<file path="config.mk">
export PLATFORM = sky130hd
export DESIGN_NAME = dram_powerdown_odt_timing
export DESIGN_NICKNAME = d
export VERILOG_FILES = /design/src/design/dram_pd_pkg.sv /design/src/design/pin_sync.sv /design/src/design/dram_powerdown_odt_timing.sv
export VERILOG_INCLUDE_DIRS = /design/src /design/src/design
export SDC_FILE = /design/constraint.sdc
export NUM_CORES = 1
export LEC_CHECK = 0
export ABC_AREA = 1
export BUFFER_PORTS_ARGS = -buffer_cell sky130_fd_sc_hd__buf_2
export CORE_UTILIZATION = 40
export CTS_BUF_LIST = sky130_fd_sc_hd__clkbuf_16
export CTS_CLUSTER_SIZE = 28
export DETAILED_ROUTE_END_ITERATION = 8
export PLACE_DENSITY = 0.64
export RECOVER_POWER = 25
export SYNTH_ARGS = -nofsm -noshare
export SYNTH_HDL_FRONTEND = slang
export SYNTH_SLANG_ARGS = --single-unit
export TNS_END_PERCENT = 5
</file>
<file path="constraint.sdc">
create_clock -name CLK -period 4.34 [get_ports CLK]
set_clock_uncertainty 0.05 [all_clocks]
set_input_delay 0.217 -clock CLK [delete_from_list [all_inputs] [get_ports CLK]]
set_output_delay 0.217 -clock CLK [all_outputs]
set_load 0.05 [all_outputs]
</file>
<file path="src/design/dram_pd_map.svh">
// register map, field positions, reset values and timing figures
// Behaviour
// - decode off one clock after clock-enable low
// - frozen power-down termination follows input asynchronously
// - leveling returns sampled clock level on data
// - cycle limit is picoseconds over period, rounded down
`ifndef DRAM_PD_MAP_SVH
`define DRAM_PD_MAP_SVH

// ---------------------------------------------------------------
// register offsets and fields
// ---------------------------------------------------------------
`define REG_LAT        4'h0
`define REG_CTRL       4'h4
`define REG_STAT       4'h8
`define LAT_RL_LSB     0
`define LAT_WL_LSB     8
`define LAT_WR_LSB     16
`define CTRL_CHOP_BIT  0
`define CTRL_FROZ_BIT  1
`define STAT_PD_BIT    0
`define STAT_DOFF_BIT  1
`define STAT_LVL_BIT   2
`define STAT_TERM_BIT  3
`define STAT_VIOL_BIT  4
`define RST_RL         5'h0B
`define RST_WL         5'h08
`define RST_WR         5'h0A

// ---------------------------------------------------------------
// command pin codes
// ---------------------------------------------------------------
`define CMD_NOP        4'h0
`define CMD_ACT        4'h1
`define CMD_PRE        4'h2
`define CMD_PREA       4'h3
`define CMD_REF        4'h4
`define CMD_RD         4'h5
`define CMD_RDA        4'h6
`define CMD_WR         4'h7
`define CMD_WRA        4'h8
`define CMD_MRS        4'h9

// ---------------------------------------------------------------
// timing figures (ps and clocks)
// ---------------------------------------------------------------
`define TXP_PS         6000
`define TXP_NCK        3
`define TXPDLL_PS      24000
`define TXPDLL_NCK     10
`define TCKE_PS        5000
`define TCKE_SLOW_PS   5625
`define TCKE_NCK       3
`define TREFI_PS       7800000
`define PD_MAX_REFI    9
`define CPDED_NCK      1
`define CMD_PDEN_NCK   1
`define RD_PDEN_ADD    5
`define WR_PDEN_ADD    4
`define WR_CHOP_ADD    2
`define TERM_SHORT_NCK 4
`define TERM_LONG_NCK  6
`define LVL_STROBE_NCK 40
`define LVL_DRIVE_NCK  25
`define TERM_ASYNC_MIN_PS 2000
`define TERM_ASYNC_MAX_PS 8500
`define LVL_OUT_MAX_PS    7500
`define LVL_OUT_SLOW_PS   9000

`endif

</file>
<file path="src/design/dram_pd_pkg.sv">
// types shared by the power-down and termination timing block
package dram_pd_pkg;

  typedef enum logic [1:0] {ST_ACTIVE, ST_ENTRY, ST_DOWN} pd_state_t;

  typedef struct packed {
    logic        ck_q;
    logic        pd_on;
    logic        strobe_q;
    pd_state_t   st;
    logic [15:0] pd_cnt;
    logic [15:0] xp_cnt;
    logic [15:0] xpdll_cnt;
    logic [15:0] pden_cnt;
    logic [7:0]  odt_cnt;
    logic [3:0]  odt_need;
    logic        odt_q;
    logic        lvl;
    logic [7:0]  lvl_cnt;
    logic        term_on;
    logic        lvl_dq;
    logic        lvl_oe;
    logic        viol;
    logic [4:0]  read_latency;
    logic [4:0]  write_latency;
    logic [4:0]  wr_prog;
    logic        chop_four_fixed;
    logic        dll_frozen;
    logic [31:0] rdata;
  } dev_state_t;

endpackage : dram_pd_pkg

</file>
<file path="src/design/pin_sync.sv">
// two-flip-flop synchroniser for a group of pins
`timescale 1ns/100ps
`default_nettype none
module pin_sync #(
  parameter int WIDTH = 1
) (
  input  wire logic             CLK,
  input  wire logic             RST,
  input  wire logic [WIDTH-1:0] d,
  output logic      [WIDTH-1:0] q
);

  typedef struct packed {
    logic [WIDTH-1:0] meta;
    logic [WIDTH-1:0] sync;
  } sync_state_t;

  sync_state_t s_r;
  sync_state_t s_nxt;

  always_comb
  begin
    s_nxt      = s_r;
    s_nxt.meta = d;
    s_nxt.sync = s_r.meta;
  end

  always_ff @(posedge CLK)
  begin
    if (RST)
      s_r <= '0;
    else
      s_r <= s_nxt;
  end

  assign q = s_r.sync;

endmodule : pin_sync
`default_nettype wire

</file>
<file path="src/design/dram_powerdown_odt_timing.sv">
// power-down, termination and write-leveling timing of the memory
`timescale 1ns/100ps
`default_nettype none
`include "dram_pd_map.svh"
module dram_powerdown_odt_timing #(
  parameter int TCK_PS     = 200000,
  parameter int TWR_PS     = 15000,
  parameter int MOD_NCK    = 12,
  parameter bit SLOW_GRADE = 1'b0
) (
  input  wire logic        CLK,
  input  wire logic        RST,
  input  wire logic        CK,
  input  wire logic        CKE,
  input  wire logic [3:0]  CMD,
  input  wire logic        TERM,
  input  wire logic        BURST_CHOP,
  input  wire logic        MRS_LEVEL,
  input  wire logic        STROBE,
  input  wire logic        STROBE_EN,
  input  wire logic [3:0]  ADDR,
  input  wire logic [31:0] WDATA,
  input  wire logic        WR,
  input  wire logic        RD,
  output logic      [31:0] RDATA,
  output logic             TERM_ON,
  output logic             LEVEL_DQ,
  output logic             LEVEL_DQ_OE,
  output logic             PD_ACTIVE,
  output logic             VIOLATION
);
  import dram_pd_pkg::*;

  // ---------------------------------------------------------------
  // cycle counts: larger of clock term and time term (write recovery: time term only), rounded up except the power-down maximum
  // ---------------------------------------------------------------
  function automatic int ceil_ck(input int ps);
    ceil_ck = (ps + TCK_PS - 1) / TCK_PS;
  endfunction : ceil_ck

  function automatic int max2(input int a, input int b);
    max2 = (a > b) ? a : b;
  endfunction : max2

  localparam int CKE_PS   = SLOW_GRADE ? `TCKE_SLOW_PS : `TCKE_PS;
  localparam int XP_I     = max2(`TXP_NCK, ceil_ck(`TXP_PS));
  localparam int XPDLL_I  = max2(`TXPDLL_NCK, ceil_ck(`TXPDLL_PS));
  localparam int CKE_I    = max2(`TCKE_NCK, ceil_ck(CKE_PS));
  localparam int PDMAX_I  = max2(1, (`PD_MAX_REFI * `TREFI_PS) / TCK_PS);
  localparam int TWR_I    = ceil_ck(TWR_PS);
  localparam logic [15:0] XP_CK    = 16'(XP_I);
  localparam logic [15:0] XPDLL_CK = 16'(XPDLL_I);
  localparam logic [15:0] CKE_MIN  = 16'(CKE_I);
  localparam logic [15:0] PD_MAX   = 16'(PDMAX_I);
  localparam logic [15:0] TWR_CK   = 16'(TWR_I);
  localparam logic [15:0] MOD_CK   = 16'(MOD_NCK);

  // ---------------------------------------------------------------
  // pin synchronisers
  // ---------------------------------------------------------------
  logic [10:0] pins_s;
  logic        p_ck;
  logic        p_cke;
  logic [3:0]  p_cmd;
  logic        p_term;
  logic        p_chop;
  logic        p_mrs_lvl;
  logic        p_strobe;
  logic        p_strobe_en;

  pin_sync #(.WIDTH(11)) u_sync (
    .CLK (CLK),
    .RST (RST),
    .d   ({CK, CKE, CMD, TERM, BURST_CHOP, MRS_LEVEL, STROBE,
           STROBE_EN}),
    .q   (pins_s)
  );

  assign {p_ck, p_cke, p_cmd, p_term, p_chop, p_mrs_lvl, p_strobe,
          p_strobe_en} = pins_s;

  // ---------------------------------------------------------------
  // state
  // ---------------------------------------------------------------
  dev_state_t  s_r;
  dev_state_t  s_nxt;
  logic        ck_rise;
  logic        strobe_rise;
  logic        viol_set;
  logic        is_cmd;
  logic        is_write;
  logic [15:0] wr_base;
  logic [15:0] need;
  logic [15:0] xp_rem;
  logic [15:0] xpdll_rem;
  logic [15:0] pden_rem;

  always_comb
  begin
    s_nxt       = s_r;
    viol_set    = 1'b0;
    need        = 16'h0000;
    ck_rise     = p_ck & ~s_r.ck_q;
    strobe_rise = p_strobe & ~s_r.strobe_q;
    is_cmd      = (p_cmd != `CMD_NOP);
    is_write    = (p_cmd == `CMD_WR) || (p_cmd == `CMD_WRA);
    xp_rem      = (s_r.xp_cnt == 16'h0000) ? 16'h0000
                                           : s_r.xp_cnt - 16'h0001;
    xpdll_rem   = (s_r.xpdll_cnt == 16'h0000) ? 16'h0000
                                              : s_r.xpdll_cnt - 16'h0001;
    pden_rem    = (s_r.pden_cnt == 16'h0000) ? 16'h0000
                                             : s_r.pden_cnt - 16'h0001;
    wr_base     = 16'(s_r.write_latency) + (s_r.chop_four_fixed
                  ? 16'(`WR_CHOP_ADD) : 16'(`WR_PDEN_ADD));
    s_nxt.ck_q     = p_ck;
    s_nxt.strobe_q = p_strobe;

    // ---------------------------------------------------------------
    // register writes and read data
    // ---------------------------------------------------------------
    s_nxt.rdata = 32'h0000_0000;
    if (WR && ADDR == `REG_LAT)
    begin
      s_nxt.read_latency  = WDATA[`LAT_RL_LSB +: 5];
      s_nxt.write_latency = WDATA[`LAT_WL_LSB +: 5];
      s_nxt.wr_prog       = WDATA[`LAT_WR_LSB +: 5];
    end
    if (WR && ADDR == `REG_CTRL)
    begin
      s_nxt.chop_four_fixed = WDATA[`CTRL_CHOP_BIT];
      s_nxt.dll_frozen      = WDATA[`CTRL_FROZ_BIT];
    end
    if (WR && ADDR == `REG_STAT && WDATA[`STAT_VIOL_BIT])
      s_nxt.viol = 1'b0;
    if (RD)
    begin
      case (ADDR)
        `REG_LAT:
        begin
          s_nxt.rdata[`LAT_RL_LSB +: 5] = s_r.read_latency;
          s_nxt.rdata[`LAT_WL_LSB +: 5] = s_r.write_latency;
          s_nxt.rdata[`LAT_WR_LSB +: 5] = s_r.wr_prog;
        end
        `REG_CTRL:
        begin
          s_nxt.rdata[`CTRL_CHOP_BIT] = s_r.chop_four_fixed;
          s_nxt.rdata[`CTRL_FROZ_BIT] = s_r.dll_frozen;
        end
        `REG_STAT:
        begin
          s_nxt.rdata[`STAT_PD_BIT]   = (s_r.st != ST_ACTIVE);
          s_nxt.rdata[`STAT_DOFF_BIT] = (s_r.st == ST_DOWN);
          s_nxt.rdata[`STAT_LVL_BIT]  = s_r.lvl;
          s_nxt.rdata[`STAT_TERM_BIT] = s_r.term_on;
          s_nxt.rdata[`STAT_VIOL_BIT] = s_r.viol;
        end
        default:
          s_nxt.rdata = 32'h0000_0000;
      endcase
    end

    // ---------------------------------------------------------------
    // link clock edge: power-down sequencing and command checks
    // ---------------------------------------------------------------
    if (ck_rise)
    begin
      s_nxt.xp_cnt    = xp_rem;
      s_nxt.xpdll_cnt = xpdll_rem;
      s_nxt.pden_cnt  = pden_rem;
      case (s_r.st)
        ST_ACTIVE:
        begin
          if (!p_cke)
          begin
            s_nxt.st     = ST_ENTRY;
            s_nxt.pd_cnt = 16'h0000;
            if (pden_rem != 16'h0000)
              viol_set = 1'b1;
            if (is_cmd)
              viol_set = 1'b1;
          end
          else if (is_cmd)
          begin
            if (xp_rem != 16'h0000)
              viol_set = 1'b1;
            if ((p_cmd == `CMD_RD || p_cmd == `CMD_RDA) &&
                xpdll_rem != 16'h0000)
              viol_set = 1'b1;
            case (p_cmd)
              `CMD_ACT, `CMD_PRE, `CMD_PREA, `CMD_REF:
                need = 16'(`CMD_PDEN_NCK);
              `CMD_RD, `CMD_RDA:
                need = 16'(s_r.read_latency) + 16'(`RD_PDEN_ADD);
              `CMD_WR:
                need = wr_base + TWR_CK;
              `CMD_WRA:
                need = wr_base + 16'(s_r.wr_prog) + 16'h0001;
              `CMD_MRS:
                need = MOD_CK;
              default:
                need = 16'h0000;
            endcase
            if (need > pden_rem)
              s_nxt.pden_cnt = need;
            if (p_cmd == `CMD_MRS)
            begin
              s_nxt.lvl     = p_mrs_lvl;
              s_nxt.lvl_cnt = 8'h00;
              s_nxt.lvl_oe  = 1'b0;
            end
          end
        end
        ST_ENTRY, ST_DOWN:
        begin
          // decoding stops one edge after the low clock enable
          if (s_r.st == ST_ENTRY)
            s_nxt.st = ST_DOWN;
          if (s_r.pd_cnt != 16'hFFFF)
            s_nxt.pd_cnt = s_r.pd_cnt + 16'h0001;
          if (s_r.pd_cnt == PD_MAX)
            viol_set = 1'b1;
          if (p_cke)
          begin
            s_nxt.st        = ST_ACTIVE;
            s_nxt.xp_cnt    = XP_CK;
            s_nxt.xpdll_cnt = s_r.dll_frozen ? XPDLL_CK : XP_CK;
            if (s_r.pd_cnt + 16'h0001 < CKE_MIN)
              viol_set = 1'b1;
          end
        end
        default:
          s_nxt.st = ST_ACTIVE;
      endcase

      // termination pulse width
      s_nxt.odt_q = p_term;
      if (p_term && !s_r.odt_q)
      begin
        s_nxt.odt_cnt  = 8'h01;
        s_nxt.odt_need = (is_write && !p_chop && !s_r.chop_four_fixed)
                         ? 4'(`TERM_LONG_NCK)
                         : 4'(`TERM_SHORT_NCK);
      end
      else if (p_term && s_r.odt_cnt != 8'hFF)
        s_nxt.odt_cnt = s_r.odt_cnt + 8'h01;
      if (!p_term && s_r.odt_q && s_r.odt_cnt < 8'(s_r.odt_need))
        viol_set = 1'b1;

      if (s_r.lvl && s_r.lvl_cnt != 8'hFF)
        s_nxt.lvl_cnt = s_r.lvl_cnt + 8'h01;
      if (s_r.st == ST_ACTIVE || p_cke)
        s_nxt.term_on = p_term;
    end

    // frozen-loop power-down: termination tracks the pin directly
    if (s_r.st == ST_DOWN && s_r.dll_frozen)
      s_nxt.term_on = p_term;

    // ---------------------------------------------------------------
    // write leveling
    // ---------------------------------------------------------------
    if (s_r.lvl)
    begin
      if (p_strobe_en && s_r.lvl_cnt < 8'(`LVL_DRIVE_NCK))
        viol_set = 1'b1;
      if (strobe_rise)
      begin
        if (s_r.lvl_cnt < 8'(`LVL_STROBE_NCK))
          viol_set = 1'b1;
        s_nxt.lvl_dq = p_ck;
        s_nxt.lvl_oe = 1'b1;
      end
    end
    else
      s_nxt.lvl_oe = 1'b0;

    s_nxt.pd_on = (s_nxt.st != ST_ACTIVE);

    if (viol_set)
      s_nxt.viol = 1'b1;
  end

  always_ff @(posedge CLK)
  begin
    if (RST)
    begin
      s_r               <= '0;
      s_r.st            <= ST_ACTIVE;
      s_r.odt_need      <= 4'(`TERM_SHORT_NCK);
      s_r.read_latency  <= `RST_RL;
      s_r.write_latency <= `RST_WL;
      s_r.wr_prog       <= `RST_WR;
    end
    else
      s_r <= s_nxt;
  end

  assign RDATA       = s_r.rdata;
  assign TERM_ON     = s_r.term_on;
  assign LEVEL_DQ    = s_r.lvl_dq;
  assign LEVEL_DQ_OE = s_r.lvl_oe;
  assign PD_ACTIVE   = s_r.pd_on;
  assign VIOLATION   = s_r.viol;

endmodule : dram_powerdown_odt_timing
`default_nettype wire

</file>
* After elaboration in Yosys (flattened, before gate mapping)
Index checks and enable logic that the tools add are counted.
** Word-level totals
- Flip-flop bits (word level) :: 166
- Bits in latches :: 0
- Memory bits (writable) :: 0
- ROM bits :: 0
- Bits of input ports :: 51
- Output and inout port bits :: 37
- Logic and storage cells :: 189
- Memories kept :: 0
** Cells by class
- Add/subtract/negate cells :: 11
- $mul :: 0
- Divide/modulo/power cells :: 0
- $lt $le $gt $ge :: 5
- Equal/unequal tests :: 19
- Shift operators :: 0
- Mux-type cells :: 60
- Bitwise logic cells :: 7
- Reduce and logical (&&, ||, !) cells :: 60
** Operator list (number)
- $mux W16 :: 12
- $mux W89 :: 1
- $mux W32 :: 2
- $logic_not A16 Y1 :: 3
- $reduce_bool A16 Y1 :: 3
- $sub A16 B1 Y16 const B :: 3
- $pmux W8 S5 :: 1
- $mux W9 :: 4
- $pmux W16 S2 :: 1
- $reduce_bool A2 Y1 :: 16
- $mux W1 :: 25
- $mux W8 :: 3
- $eq A4 B3 Y1 const B :: 5
- $mux W18 :: 1
- $add A16 B1 Y16 const B :: 1
- $add A8 B1 Y8 const B :: 2
- $eq A16 B9 Y1 const B :: 1
- $gt A16 B16 Y1 :: 1
- $lt A16 B2 Y1 const B :: 1
- $ne A16 B16 Y1 const B :: 1
- $ne A8 B8 Y1 const B :: 2
- $reduce_and A5 Y1 :: 3
- $logic_and A1 B1 Y1 :: 14
- $eq A4 B4 Y1 const B :: 3
- 32 further kinds :: 53

* Depth between registers and ports, before layout
Gate-level depths: netlist (run 1).
- Word-level depth :: 16
- Mapped depth :: 26
- Depth with buffers taken out :: 26

* By module
A second synthesis (run 1) with hierarchy kept.
** Second synthesis, totals
- Cells, all modules :: 1312
- Area total of the unflattened synthesis :: 8652.0 um2
** By module, submodules not included
- dram_powerdown_odt_timing :: instances 1, cells each 1244, area each 8023.9 um2, seq. area each 2482.4 um2
- pin_sync :: instances 1, cells each 68, area each 628.1 um2, seq. area each 440.4 um2

* Least setup slack after synthesis (run 1)
Ideal clock, no wire load.
- Path kind :: register -> register
- Start point :: register s_r[33] (netlist bit)
- End point :: register s_r[75] (netlist bit)
- Arrival :: 3.450 ns
- Data required time :: 4.162 ns
- Setup slack :: 0.713 ns
- Stages on the path, launching flop included :: 25
- Clock period less this slack :: 3.627 ns
- Path through :: dfxtp_1 > ha_1 > inv_1 > fa_1 > xnor2_1 > ha_1 > inv_1 > or2_2 > nand2_1 > a21oi_1 > xor2_1 > o211ai_1 > ha_1 > nand2_1 > nor3_1 > nor4_1 > nand2_1 > a21oi_4 > nand2_4 > nand2_4 > inv_2 > nand2_1 > o21ai_1 > nor2_1 > nor2_1
** On the way
- Cells in the longest elaborated chain, start to end :: 14
- Elaborated cells on any way between the ends :: 15
** Ends and longest elaborated chain
- from (decl) :: RTL line dram_powerdown_odt_timing.sv:85 : dev_state_t s_r;
- from (signal assigned) :: RTL line dram_powerdown_odt_timing.sv:295 : s_r <= s_nxt;
- $mux W3 (*) :: RTL line dram_powerdown_odt_timing.sv:113 : wr_base = 16'(s_r.write_latency) + (s_r.chop_four_fixed
- $add A5 B3 Y6 (*) :: RTL line dram_powerdown_odt_timing.sv:113
- $add A6 B5 Y7 :: RTL line dram_powerdown_odt_timing.sv:197 : need = wr_base + 16'(s_r.wr_prog) + 16'h0001;
- $add A7 B1 Y8 :: RTL line dram_powerdown_odt_timing.sv:197
- $pmux W8 S5 (*) :: RTL line dram_powerdown_odt_timing.sv:189 : case (p_cmd)
- $mux W16 (*) :: RTL line dram_powerdown_odt_timing.sv:182 : else if (is_cmd)
- $mux W16 (*) :: RTL line dram_powerdown_odt_timing.sv:173 : if (!p_cke)
- $mux W16 (*) :: RTL line dram_powerdown_odt_timing.sv:170 : case (s_r.st)
- $mux W16 (*) :: RTL line dram_powerdown_odt_timing.sv:165 : if (ck_rise)
- $gt A16 B16 Y1 (*) :: RTL line dram_powerdown_odt_timing.sv:203 : if (need > pden_rem)
- $mux W16 (*) :: RTL line dram_powerdown_odt_timing.sv:203
- $mux W16 (*) :: RTL line dram_powerdown_odt_timing.sv:182
- $mux W16 (*) :: RTL line dram_powerdown_odt_timing.sv:173
- $mux W16 (*) :: RTL line dram_powerdown_odt_timing.sv:170
Mark *: on every way between the ends. The rest lies on a longest branch, timed or not. The select of a mux whose other input is x is not followed.
A chain may end at the register's enable or synchronous reset.

* Worst setup path in the final report (run 1)
Same ends and word-level chain as after synthesis.

==> results of run 1 <==
==> synth_stat cells, types with 7 or more instances <==
master    instances  share of area
nor2_4            8          0.010
buf_4            34          0.029
nand2_1         287           0.12
dfxtp_1         146           0.34
o22ai_1           8         0.0057
nor2_2           15          0.011
nand3_1         111          0.064
nor3_1           25          0.014
a21oi_1         100          0.057
or2_2             8         0.0057
ha_1             30          0.043
o21bai_1          7         0.0060
o21ai_0          54          0.031
xor2_1           15          0.015
clkbuf_1         22         0.0095
nand4_1          33          0.024
nor2_1          166          0.072
inv_1           187          0.081
==> report_power, final <==
| group | internal, uW | switching, uW | total [uW] | leakage (uW) |
|---|---|---|---|---|
| combinational | 384 | 785 | 1170 | 0.00299 |
| clock | 839 | 587 | 1430 | 0.000276 |
| sequential | 1390 | 52.7 | 1440 | 0.00119 |
==> how the worst max path moves through the flow <==
stage / slack [ns] / to / startpoint
CTS: 0.25 / s_r[75]$_SDFFE_PP0P_ / s_r[33]$_SDFFE_PP0P_
finish: 0.36 / s_r[75]$_SDFFE_PP0P_ / s_r[33]$_SDFFE_PP0P_
global route: 0.05 / s_r[75]$_SDFFE_PP0P_ / s_r[33]$_SDFFE_PP0P_
detailed placement: 0.31 / s_r[75]$_SDFFE_PP0P_ / s_r[33]$_SDFFE_PP0P_
global placement: 0.41 / s_r[75]$_SDFFE_PP0P_ / s_r[33]$_SDFFE_PP0P_
floorplan: 0.71 / s_r[75]$_SDFFE_PP0P_ / s_r[33]$_SDFFE_PP0P_
==> critical path, cell delays in order, from the launching register on <==
cell and delay [ns]:
dfxtp_4 0.38, ha_1 0.17, inv_1 0.06, fa_2 0.52
inv_2 0.07, ha_4 0.28, a21oi_1 0.07, or2_2 0.29
nand2_1 0.07, a21oi_1 0.07, xor2_1 0.14, o211ai_1 0.26
ha_1 0.29, nand2_1 0.09, nor3_1 0.06, nor4_1 0.24
nand2_1 0.13, a21oi_4 0.15, nand2_4 0.09, nand2_4 0.10
inv_2 0.04, nand2_1 0.05, o21ai_1 0.06, nor2_1 0.09
nor2_1 0.04
==> routing by layer <==
metal  vias to the layer above  routed length [um]  global-route usage
li1                       4325                   -                   -
met1                      3733                9957              0.2485
met2                       170               10090              0.3363
met3                        34                 762             0.03750
met4                         0                 412             0.06582
met5                         -                   0                   0
==> cell type report <==
class	instances	area, um^2	area share
well taps	275	344.1	0.03517
flip-flops and latches	146	2927	0.2991
multi-input cells	940	4776	0.4882
repair buffers	75	452.9	0.04630
clock inverters	14	137.6	0.01407
clock buffers	17	425.4	0.04348
inverters	192	720.7	0.07367
==> registers in the layout (all words and copies together) (netlist names) <==
register and flops:
s_r 104, RDATA 15, u_sync.q 11, u_sync.s_nxt 11, LEVEL_DQ 1, LEVEL_DQ_OE 1
PD_ACTIVE 1, TERM_ON 1, VIOLATION 1
==> repair_timing <==
item	4_1_cts	5_1_grt
buffers inserted	0	0
hold buffers	17	0
endpoints found under the hold margin	17	0
gates resized for setup	0	6
setup endpoints to repair	0	6
==> cell families after synthesis <==
kind of cell / synth area share
AND/OR/NAND/NOR: 0.3494
AO/OA/AOI/OAI: 0.1251
other: 0.0004304
flip-flops: 0.3354
buffers and inverters: 0.1259
XOR/XNOR: 0.01608
adder cells (fa/ha/maj): 0.04767
==> stage by stage <==
stage / total power, uW / utilization / cell area (um^2) / setup slack (ns) / hold slack [ns]
final: 4038 / 0.4610 / 9783 / 0.3563 / 0.02423
after global routing: 4312 / 0.4610 / 9783 / 0.05439 / 0.03187
after CTS: 4073 / 0.4608 / 9779 / 0.2529 / 0.01141
after detailed placement: 2621 / 0.4263 / 9046 / 0.3103 / 0.3473
after global placement: 2610 / 0.4263 / 9046 / 0.4060 / 0.3440
after floorplan: 2416 / - / 8773 / 0.7127 / 0.2740
==> summary.txt, run 1 <==
Route
  – Via count: 8262
  – Initial DRC count: slightly below 400
  – Vias per cell: 4.980
  – Drt total wl: approximately 21 mm
  – DRC Markers: 0
  – Initial DRT Pass Iterations: 5
  – Routed len/inst: between 10 and 15 um
  – Antenna Violating Nets Remaining: 0

GRT
  – Overflow after GRT: 0
  – Vias in the first global route: approximately 7600
  – Pin count of the biggest net entering global routing: 70
  – First-pass GRT wire length: 35.67 mm
  – Antenna violations before repair: 0
  – All-Layer GR Usage: 0.1976

Die
  – Core Region: 21220 um^2
  – Starting density of the core: 0.4106
  – I/O pin count: 88
  – Total die area: between 20000 and 25000 um^2
  – Rows: 53
  – Die width: 149.6 um
  – Die height: 149.6 um

Timing
  – Fin crit period: approximately 4 ns
  – RSZ-0062 raised after global routing: false
  – Sum Neg Setup Slack: 0 ns
  – Hold Fails Final Rpt: 0
  – Final count of pins violating max slew: 30
  – Final worst-path cycle share: 0.9179
  – Worst-Margin Slew: 1.532 ns
  – Relative slew slack: -0.02121
  – Setup violations, final: 0
  – Fmax: 251.0 MHz

CTS
  – Max Buffers Root-to-Sink: 2
  – Clock root buffer: clkbuf_16
  – CTS Buf Count: 17
  – Clock sinks: 146
  – Later-pin clock latency in the skew report: 0.43 ns
  – CTS tree: yes
  – Clock transition at path regs: 0.06 ns
  – H-tree Lvls: 4

Cells and area
  – Share of cells above drive strength 1: 0.09321
  – # diodes: 0
  – Commonest non-fill, non-tap cell in the layout: nand2_1
  – Number of fill cells: 2224
  – Finished Layout Cells: 1659
  – Area grow syn2layout: 12.28%
  – Nets: 1455
  – Commonest cells after routing, fill and taps aside: 287 x nand2_1, 186 x inv_1, 166 x nor2_1

Synthesis
  – Most used DFF post-synth: dfxtp_1
  – Post-synthesis cell area: roughly 8700 um^2
  – Yosys warnings: 0
  – Synthesized instance count: 1326
  – Post-synth EDFFs: 0
  – Asr flop ratio synth: 0
  – Register area share after synthesis: 0.3354
  – Synth unique cells: 46
  – #FFs+latches synth: 146
  – Synth Area per Inst: 6.571 um^2

Place
  – Placed instance count: about 1600
  – # port buffers: 53
  – DP HPWL: around 15 mm
  – RD Place Congestion: 0.8881

Setup path
  – Reg2reg end: s_r[75]$_SDFFE_PP0P_
  – Worst-case reg-to-reg path depth: 24
  – Reg2reg start: s_r[33]$_SDFFE_PP0P_
  – Required @ worst endpoint: 4.58 ns
  – CP max FO: 6
  – Worst setup EP type: flop
  – Worst setup SP type: flop
  – Critical path class: flop to flop
  – Data arrival, critical path: 4.22 ns
  – R2R setup slack: ~0.36 ns

Worst hold path
  – Hold Path Class: input port to flop
  – Worst Hold Path EP: s_r[38]$_SDFFE_PP0P_
  – Hold Startpoint: WDATA[20]
  – Hold Path Depth: 3

Power and ir drop
  – Leakage: between 0.004 and 0.005 uW
  – Pwr dens: 412.7 nW/um^2
  – Max IR drop VDD: 0.0002329 V

Status
  – Status: finished, violations left
  – Failing checks: max-capacitance violations, max-slew violations

Run
  – Max cap viols: 1
Note: power is estimated with default switching activity, not from simulation.
==> run 2, diff against run 1 <==
MAX_ROUTING_LAYER = met4   (was not set)
clock period = 4.9 ns   (was 4.34 ns; I/O delays follow)
==> run 2 against run 1 <==
Compared with the run above:
- largest cell class unchanged
- critical endpoint unchanged
- core utilization about the same
- flip-flop and latch count unchanged
- power down 9.6%
- hold slack better by 0.023 ns
- wire length is 0.47% higher
- sequential power shrank 11%
- highest routed layer unchanged
- cell area hardly changed
- clock power is 7% lower
- the flow still finishes with violations (max-capacitance violations, max-slew violations)
- largest power group is now the clock network
- die area unchanged
- clock-buffer cell count unchanged
- via count fell by 0.36%
==> summary.txt, run 2 (synthesized netlist as in run 1, its figures left out) <==
Timing
  – RSZ-0062 raised after global routing: false
  – Setup WS post-layout: 0.7189 ns (+0.3626 ns)
  – Fin crit period: 4.181 ns (+0.1974 ns)
  – Final worst-path cycle share: 0.8533 (-0.06461)
  – Sum Neg Setup Slack: 0 ns (unchanged)
  – Relative slew slack: -1.049 (-1.028)
  – Final count of pins violating max slew: 130 (+330%)
  – Fmax: 239.2 MHz (-4.7%)
  – Setup violations, final: 0 (unchanged)
  – Hold Fails Final Rpt: 0 (unchanged)
  – Final hold slack: 0.04747 ns (+0.02324 ns)
  – Worst-Margin Slew: 3.073 ns (+1.542 ns)

CTS
  – Max Buffers Root-to-Sink: 2 (unchanged)
  – Clock transition at path regs: 0.07 ns (about the same)
  – Hold-fix buffers, CTS: 17 (unchanged)
  – CTS Buf Count: 17 (unchanged)
  – H-tree Lvls: 4 (unchanged)
  – # resized after CTS: 0 (unchanged)
  – Postcts setup bufs: 0 (unchanged)
  – Clock root buffer: clkbuf_16
  – CTS tree: yes
  – Later-pin clock latency in the skew report: 0.43 ns (about the same)
  – Clock sinks: 146 (unchanged)

Cells and area
  – Multi-input gate area: 4753 um^2 (-0.47%)
  – Share of cells above drive strength 1: 0.08815 (-0.005058)
  – # diodes: 0 (unchanged)
  – Commonest cells after routing, fill and taps aside: 287 x nand2_1, 188 x inv_1, 166 x nor2_1
  – Number of fill cells: 2196 (-1.3%)
  – FF+latch area: 2923 um^2 (-0.13%)
  – Area grow syn2layout: 12.19% (about the same)
  – Commonest non-fill, non-tap cell in the layout: nand2_1
  – Max reg flops: 104 (unchanged)
  – Largest reg by FF count: s_r
  – Nets: 1454 (-0.069%)
  – Fin area: 9776 um^2 (about the same)

Power and ir drop
  – Max IR drop VDD: 0.0002379 V (+2.1%)
  – Switching Share: 0.3597 (+0.006802)
  – Comb pwr share: 0.285 (-0.005)
  – Clock group share of total power: 0.365 (+0.012)
  – Leakage: 0.004445 uW (-0.20%)
  – NetSw: 1313 uW (-7.9%)
  – Total power: 3649 uW (-9.6%)
  – Int Pwr: 2337 uW (-11%)
  – Sequential share of power: 0.350 (-0.007)
  – Pwr dens: 373.3 nW/um^2 (-9.6%)

Die
  – Die width: 149.6 um (unchanged)
  – Rows: 53 (unchanged)
  – Starting density of the core: 0.4106 (unchanged)
  – Core Region: 21220 um^2 (unchanged)
  – Total die area: 22380 um^2 (unchanged)
  – I/O pin count: 88 (unchanged)
  – Die height: 149.6 um (unchanged)

Route
  – Initial DRC count: 388 (-1.0%)
  – Initial DRT Pass Iterations: 5 (unchanged)
  – Antenna Violating Nets Remaining: 0 (unchanged)
  – Drt total wl: 21.32 mm (+0.47%)
  – Vias per cell: 4.962 (-0.36%)
  – DRC Markers: 0 (unchanged)
  – Via count: 8232 (-0.36%)
  – Routed len/inst: 12.85 um (+0.47%)

Setup path
  – Required @ worst endpoint: 5.05 ns (+0.47 ns)
  – Setup crit start: s_r[33]$_SDFFE_PP0P_
  – Worst setup SP type: flop
  – Critical path class: flop to flop
  – Data arrival, critical path: 4.33 ns (+0.11 ns)
  – Worst setup EP type: flop
  – Critical Path Sink: s_r[75]$_SDFFE_PP0P_
  – Reg2reg end: s_r[75]$_SDFFE_PP0P_
  – Reg2reg start: s_r[33]$_SDFFE_PP0P_
  – R2R setup slack: 0.72 ns (+0.36 ns)
  – CP max FO: 5 (-1)
  – Worst-case reg-to-reg path depth: 24 (unchanged)

GRT
  – Busiest grt layer: met2
  – Antenna violations before repair: 0 (unchanged)
  – Met2 Use GR: 0.3461 (+0.009722)
  – All-Layer GR Usage: 0.2070 (+0.009392)
  – Vias in the first global route: 7807 (+2.4%)
  – Pin count of the biggest net entering global routing: 67 (-4.3%)
  – Met3 Track Usage GR: 0.03659 (-0.0009146)
  – Met1 Use GR: 0.2536 (+0.005123)
  – First-pass GRT wire length: 36.27 mm (+1.7%)
  – Overflow after GRT: 0 (unchanged)

Place
  – Post-DP Area: 9039 um^2 (about the same)
  – DP HPWL: 15.27 mm (+1.9%)
  – Place WS: 0.8276 ns (+0.5174 ns)
  – # port buffers: 53 (unchanged)
  – RD Place Congestion: 0.9132 (+2.8%)

Run
  – Max cap viols: 3 (+2)

Status
  – Failing checks: max-capacitance violations, max-slew violations
  – Status: finished, violations left

Worst hold path
  – Hold Startpoint: WDATA[12]
  – Hold Path Class: input port to flop
[run 2: changes by cell type in the layout (fill, tap and decap cells not counted), moves of 3 or more]
cell	change
clkbuf_1	+4
inv_6	+4
buf_2	-3
clkinv_1	-3
clkinv_2	-3
[run 2: layer usage]
metal | wire length (um) | vias up
met5 | 0 | -
met4 | 304 | 0
met3 | 604 | 30
met2 | 10220 | 124
met1 | 10200 | 3748
li1 | - | 4330
[run 2: worst max-delay path: stages, from the launching register on]
cell,delay [ns]
dfxtp_1,0.43
ha_1,0.21
inv_1,0.06
fa_1,0.40
xnor2_1,0.34
ha_1,0.20
inv_1,0.05
or2_2,0.30
nand2_1,0.07
a21oi_1,0.07
xor2_1,0.14
o211ai_1,0.24
ha_1,0.28
nand2_1,0.09
nor3_1,0.06
nor4_1,0.19
nand2_1,0.13
a21oi_4,0.15
nand2_4,0.09
nand2_4,0.10
inv_2,0.05
nand2_1,0.05
o21ai_1,0.05
nor2_1,0.11
nor2_1,0.04
[run 2: final cells by class]
cell class,instances,area share
Clock inverter,15,0.01753
Tap cell,275,0.03520
Timing Repair Buffer,74,0.04480
Multi-Input combinational cell,940,0.4862
Sequential cell,146,0.2990
Inverter,192,0.07372
Clock buffer,17,0.04352
[run 2: power by group through the flow]
stage / combinational (uW) / sequential (uW) / clock (uW)
3_3_place_gp: 1010 / 1300 / 0
4_1_cts: 1040 / 1280 / 1360
2_1_floorplan: 845 / 1290 / 0
3_5_place_dp: 1020 / 1300 / 0
5_1_grt: 1200 / 1280 / 1420
6_report: 1040 / 1280 / 1330
[run 2: through the flow]
| step | instances | util |
|---|---|---|
| floorplan | 1342 | - |
| global placement | 1610 | 0.4259 |
| detailed placement | 1610 | 0.4259 |
| CTS | 1659 | 0.4621 |
| global route | 1659 | 0.4607 |
| finish | 1659 | 0.4607 |
[run 2: worst min path at each step]
stage	to	depth (start not counted)	slack, ns
3_3_place_gp	u_sync.q[6]$_SDFF_PP0_	2	0.34
2_1_floorplan	u_sync.s_nxt[0]$_SDFF_PP0_	2	0.30
5_1_grt	s_r[39]$_SDFFE_PP0P_	3	0.04
4_1_cts	s_r[43]$_SDFFE_PP0P_	3	0.03
6_report	s_r[43]$_SDFFE_PP0P_	3	0.05
3_5_place_dp	u_sync.q[6]$_SDFF_PP0_	2	0.34
==> run 3, diff against run 2 <==
BUFFER_PORTS_ARGS = not set   (was -buffer_cell sky130_fd_sc_hd__buf_2)
DONT_BUFFER_PORTS = 1   (was not set)
PLACE_DENSITY = 0.6   (was 0.64)
==> run 3 against run 2 <==
Compared with the run above:
- the flow now finishes without violations
- clock-buffer cell count stayed put
- worst setup slack better by 0.12 ns
- power is 2.2% lower
- combinational power hardly changed
- highest routed layer unchanged
==> summary.txt, run 3 (synthesized netlist as in run 1, its figures left out) <==
CTS
  – Later-pin clock latency in the skew report: 0.43 ns (about the same)
  – Max Buffers Root-to-Sink: 2 (unchanged)
  – Clock sinks: 146 (unchanged)
  – CTS tree: yes
  – Clock transition at path regs: 0.07 ns (about the same)
  – Postcts setup bufs: 0 (unchanged)
  – CTS Buf Count: 17 (unchanged)
  – Clock root buffer: clkbuf_16
  – H-tree Lvls: 4 (unchanged)

Setup path
  – R2R setup slack: 0.84 ns (+0.12 ns)
  – Critical path's slowest cell: dfxtp_1
  – Worst setup SP type: flop
  – Worst-case reg-to-reg path depth: 23 (-4.2%)
  – Critical path class: flop to flop
  – Required @ worst endpoint: 5.22 ns (+0.17 ns)
  – Data arrival, critical path: 4.38 ns (+0.05 ns)
  – Reg2reg end: s_r[77]$_SDFFE_PP0P_
  – Worst setup EP type: flop
  – CP top delay family: simple AND/OR/NAND/NOR gates
  – CP cell instances: ha_1 -> inv_1 -> fa_1 -> xnor2_1 -> ha_1 -> inv_1 -> or2_2 -> nand2_1 -> a21oi_1 -> xor2_1 -> o211ai_1 -> ha_1 -> nand2_1 -> nor3_1 -> nor4_1 -> nand2_1 -> a21oi_4 -> nand2_4 -> nor2_4 -> nand2_1 -> o211ai_2 -> nand2_1 -> inv_1
  – Delay of the slowest critical-path stage: 0.41 ns (-0.02 ns)
  – Most used cell, CP: nand2_1
  – CP max FO: 5 (unchanged)
  – WP buf/inv: 3 (unchanged)
  – Reg2reg start: s_r[33]$_SDFFE_PP0P_

GRT
  – All-Layer GR Usage: 0.2026 (-0.004384)
  – Pin count of the biggest net entering global routing: 97 (+45%)
  – Vias in the first global route: 7538 (-3.4%)
  – First-pass GRT wire length: 35.59 mm (-1.9%)
  – Antenna violations before repair: 0 (unchanged)
  – Overflow after GRT: 0 (unchanged)

Cells and area
  – Area grow syn2layout: 10.70%
  – Max reg flops: 104 (unchanged)
  – # diodes: 0 (unchanged)
  – Commonest cells after routing, fill and taps aside: 287 x nand2_1, 187 x inv_1, 166 x nor2_1
  – Nets: 1413 (-2.8%)
  – Share of cells above drive strength 1: 0.06552 (-0.02263)
  – Largest reg by FF count: s_r
  – Commonest non-fill, non-tap cell in the layout: nand2_1

Die
  – Starting density of the core: 0.4106 (unchanged)
  – Rows: 53 (unchanged)
  – Die width: 149.6 um (unchanged)
  – Core Region: 21220 um^2 (unchanged)
  – I/O pin count: 88 (unchanged)
  – Die height: 149.6 um (unchanged)
  – Total die area: 22380 um^2 (unchanged)

Worst hold path
  – Hold Startpoint: ADDR[3]
  – Worst Hold Path EP: s_r[33]$_SDFFE_PP0P_
  – Hold Path Depth: 3 (unchanged)
  – Hold Path Class: input port to flop

Timing
  – Setup violations, final: 0 (unchanged)
  – Worst-Margin Slew: 1.493 ns (-1.580 ns)
  – Relative slew slack: 0.004428 (+1.053)
  – Final hold slack: 0.06415 ns (+0.01668 ns)
  – Sum Neg Setup Slack: 0 ns (unchanged)
  – Hold Fails Final Rpt: 0 (unchanged)
  – Final worst-path cycle share: 0.8288 (-0.02450)
  – Fin crit period: 4.061 ns (-0.1200 ns)
  – Final count of pins violating max slew: 0 (-100%)
  – RSZ-0062 raised after global routing: false
  – Fmax: 246.2 MHz (+3.0%)

Route
  – Routed len/inst: 12.88 um (+0.19%)
  – DRC Markers: 0 (unchanged)
  – Via count: 8128 (-1.3%)
  – Initial DRC count: 509 (+31%)
  – Antenna Violating Nets Remaining: 0 (unchanged)
  – Initial DRT Pass Iterations: 5 (unchanged)
  – Drt total wl: 20.83 mm (-2.3%)
  – Vias per cell: 5.023 (+1.2%)

Status
  – Status: finished clean

Place
  – RD Place Congestion: 0.8831 (-3.3%)
  – DP HPWL: 14.81 mm (-3.1%)
  – # port buffers: 0 (-100%)

Power and ir drop
  – Leakage: 0.004316 uW (-2.9%)
  – Max IR drop VDD: 0.0002539 V (+6.7%)
  – Pwr dens: 370.0 nW/um^2 (-0.89%)

Run
  – Max cap viols: 0 (-3)
-- run 3: cell types whose count changed in the layout (fill, tap and decap cells not counted), sizes merged --
cell / before / now
buf: 39 / 4
clkbuf: 35 / 18
dlygate4sd3: 17 / 28
clkinv: 2 / 6
inv: 201 / 198
bufinv: 2 / 1
-- run 3: report_power, final --
group,internal [uW],leakage (uW),switching (uW)
logic,336,0.00285,685
registers,1230,0.00118,52.7
clock network,711,0.000277,552
-- run 3: worst max-delay path by stage --
| stage | depth (start not counted) | endpoint | slack, ns | from |
|---|---|---|---|---|
| 2_1_floorplan | 24 | s_r[75]$_SDFFE_PP0P_ | 1.27 | s_r[33]$_SDFFE_PP0P_ |
| 3_3_place_gp | 24 | s_r[75]$_SDFFE_PP0P_ | 0.98 | s_r[33]$_SDFFE_PP0P_ |
| 3_5_place_dp | 23 | s_r[77]$_SDFFE_PP0P_ | 0.91 | s_r[33]$_SDFFE_PP0P_ |
| 4_1_cts | 24 | s_r[75]$_SDFFE_PP0P_ | 0.86 | s_r[33]$_SDFFE_PP0P_ |
| 5_1_grt | 23 | s_r[77]$_SDFFE_PP0P_ | 0.37 | s_r[33]$_SDFFE_PP0P_ |
| 6_report | 23 | s_r[77]$_SDFFE_PP0P_ | 0.84 | s_r[33]$_SDFFE_PP0P_ |
-- run 3: worst min-delay path, cell delays in order --
cell and delay [ns]:
nor3_1 0.06, nand2_1 0.11, a21oi_1 0.07
-- run 3: through the flow --
stage | cell area, um^2 | util | power, uW | setup slack (ns) | instances
detailed placement | 8771 | 0.4133 | 2290 | 0.9100 | 1557
finish | 9646 | 0.4545 | 3569 | 0.8389 | 1618
CTS | 9649 | 0.4547 | 3603 | 0.8569 | 1618
global placement | 8771 | 0.4133 | 2287 | 0.9779 | 1557
floorplan | 8773 | - | 2140 | 1.273 | 1342
global route | 9646 | 0.4545 | 3819 | 0.3691 | 1618
-- run 3: final cells by class --
| class | instances | area (um^2) |
|---|---|---|
| repair buffers | 33 | 334.1 |
| inverters | 192 | 720.7 |
| flip-flops and latches | 146 | 2923 |
| fillers | 2220 | 11570 |
| well taps | 275 | 344.1 |
| clock buffers | 17 | 425.4 |
| clock inverters | 15 | 145.1 |
| multi-input cells | 940 | 4753 |
-- run 3: routing by layer --
metal | global-route usage | routed length [um]
met3 | 0.04024 | 915
met5 | - | 0
met2 | 0.3266 | 9771
met4 | 0.05612 | 212
met1 | 0.2559 | 9934
-- run 3: repair_timing --
action                                 in CTS  in global routing
hold buffers                               29                  0
resized for setup                           0                  0
endpoints found under the hold margin     108                  0
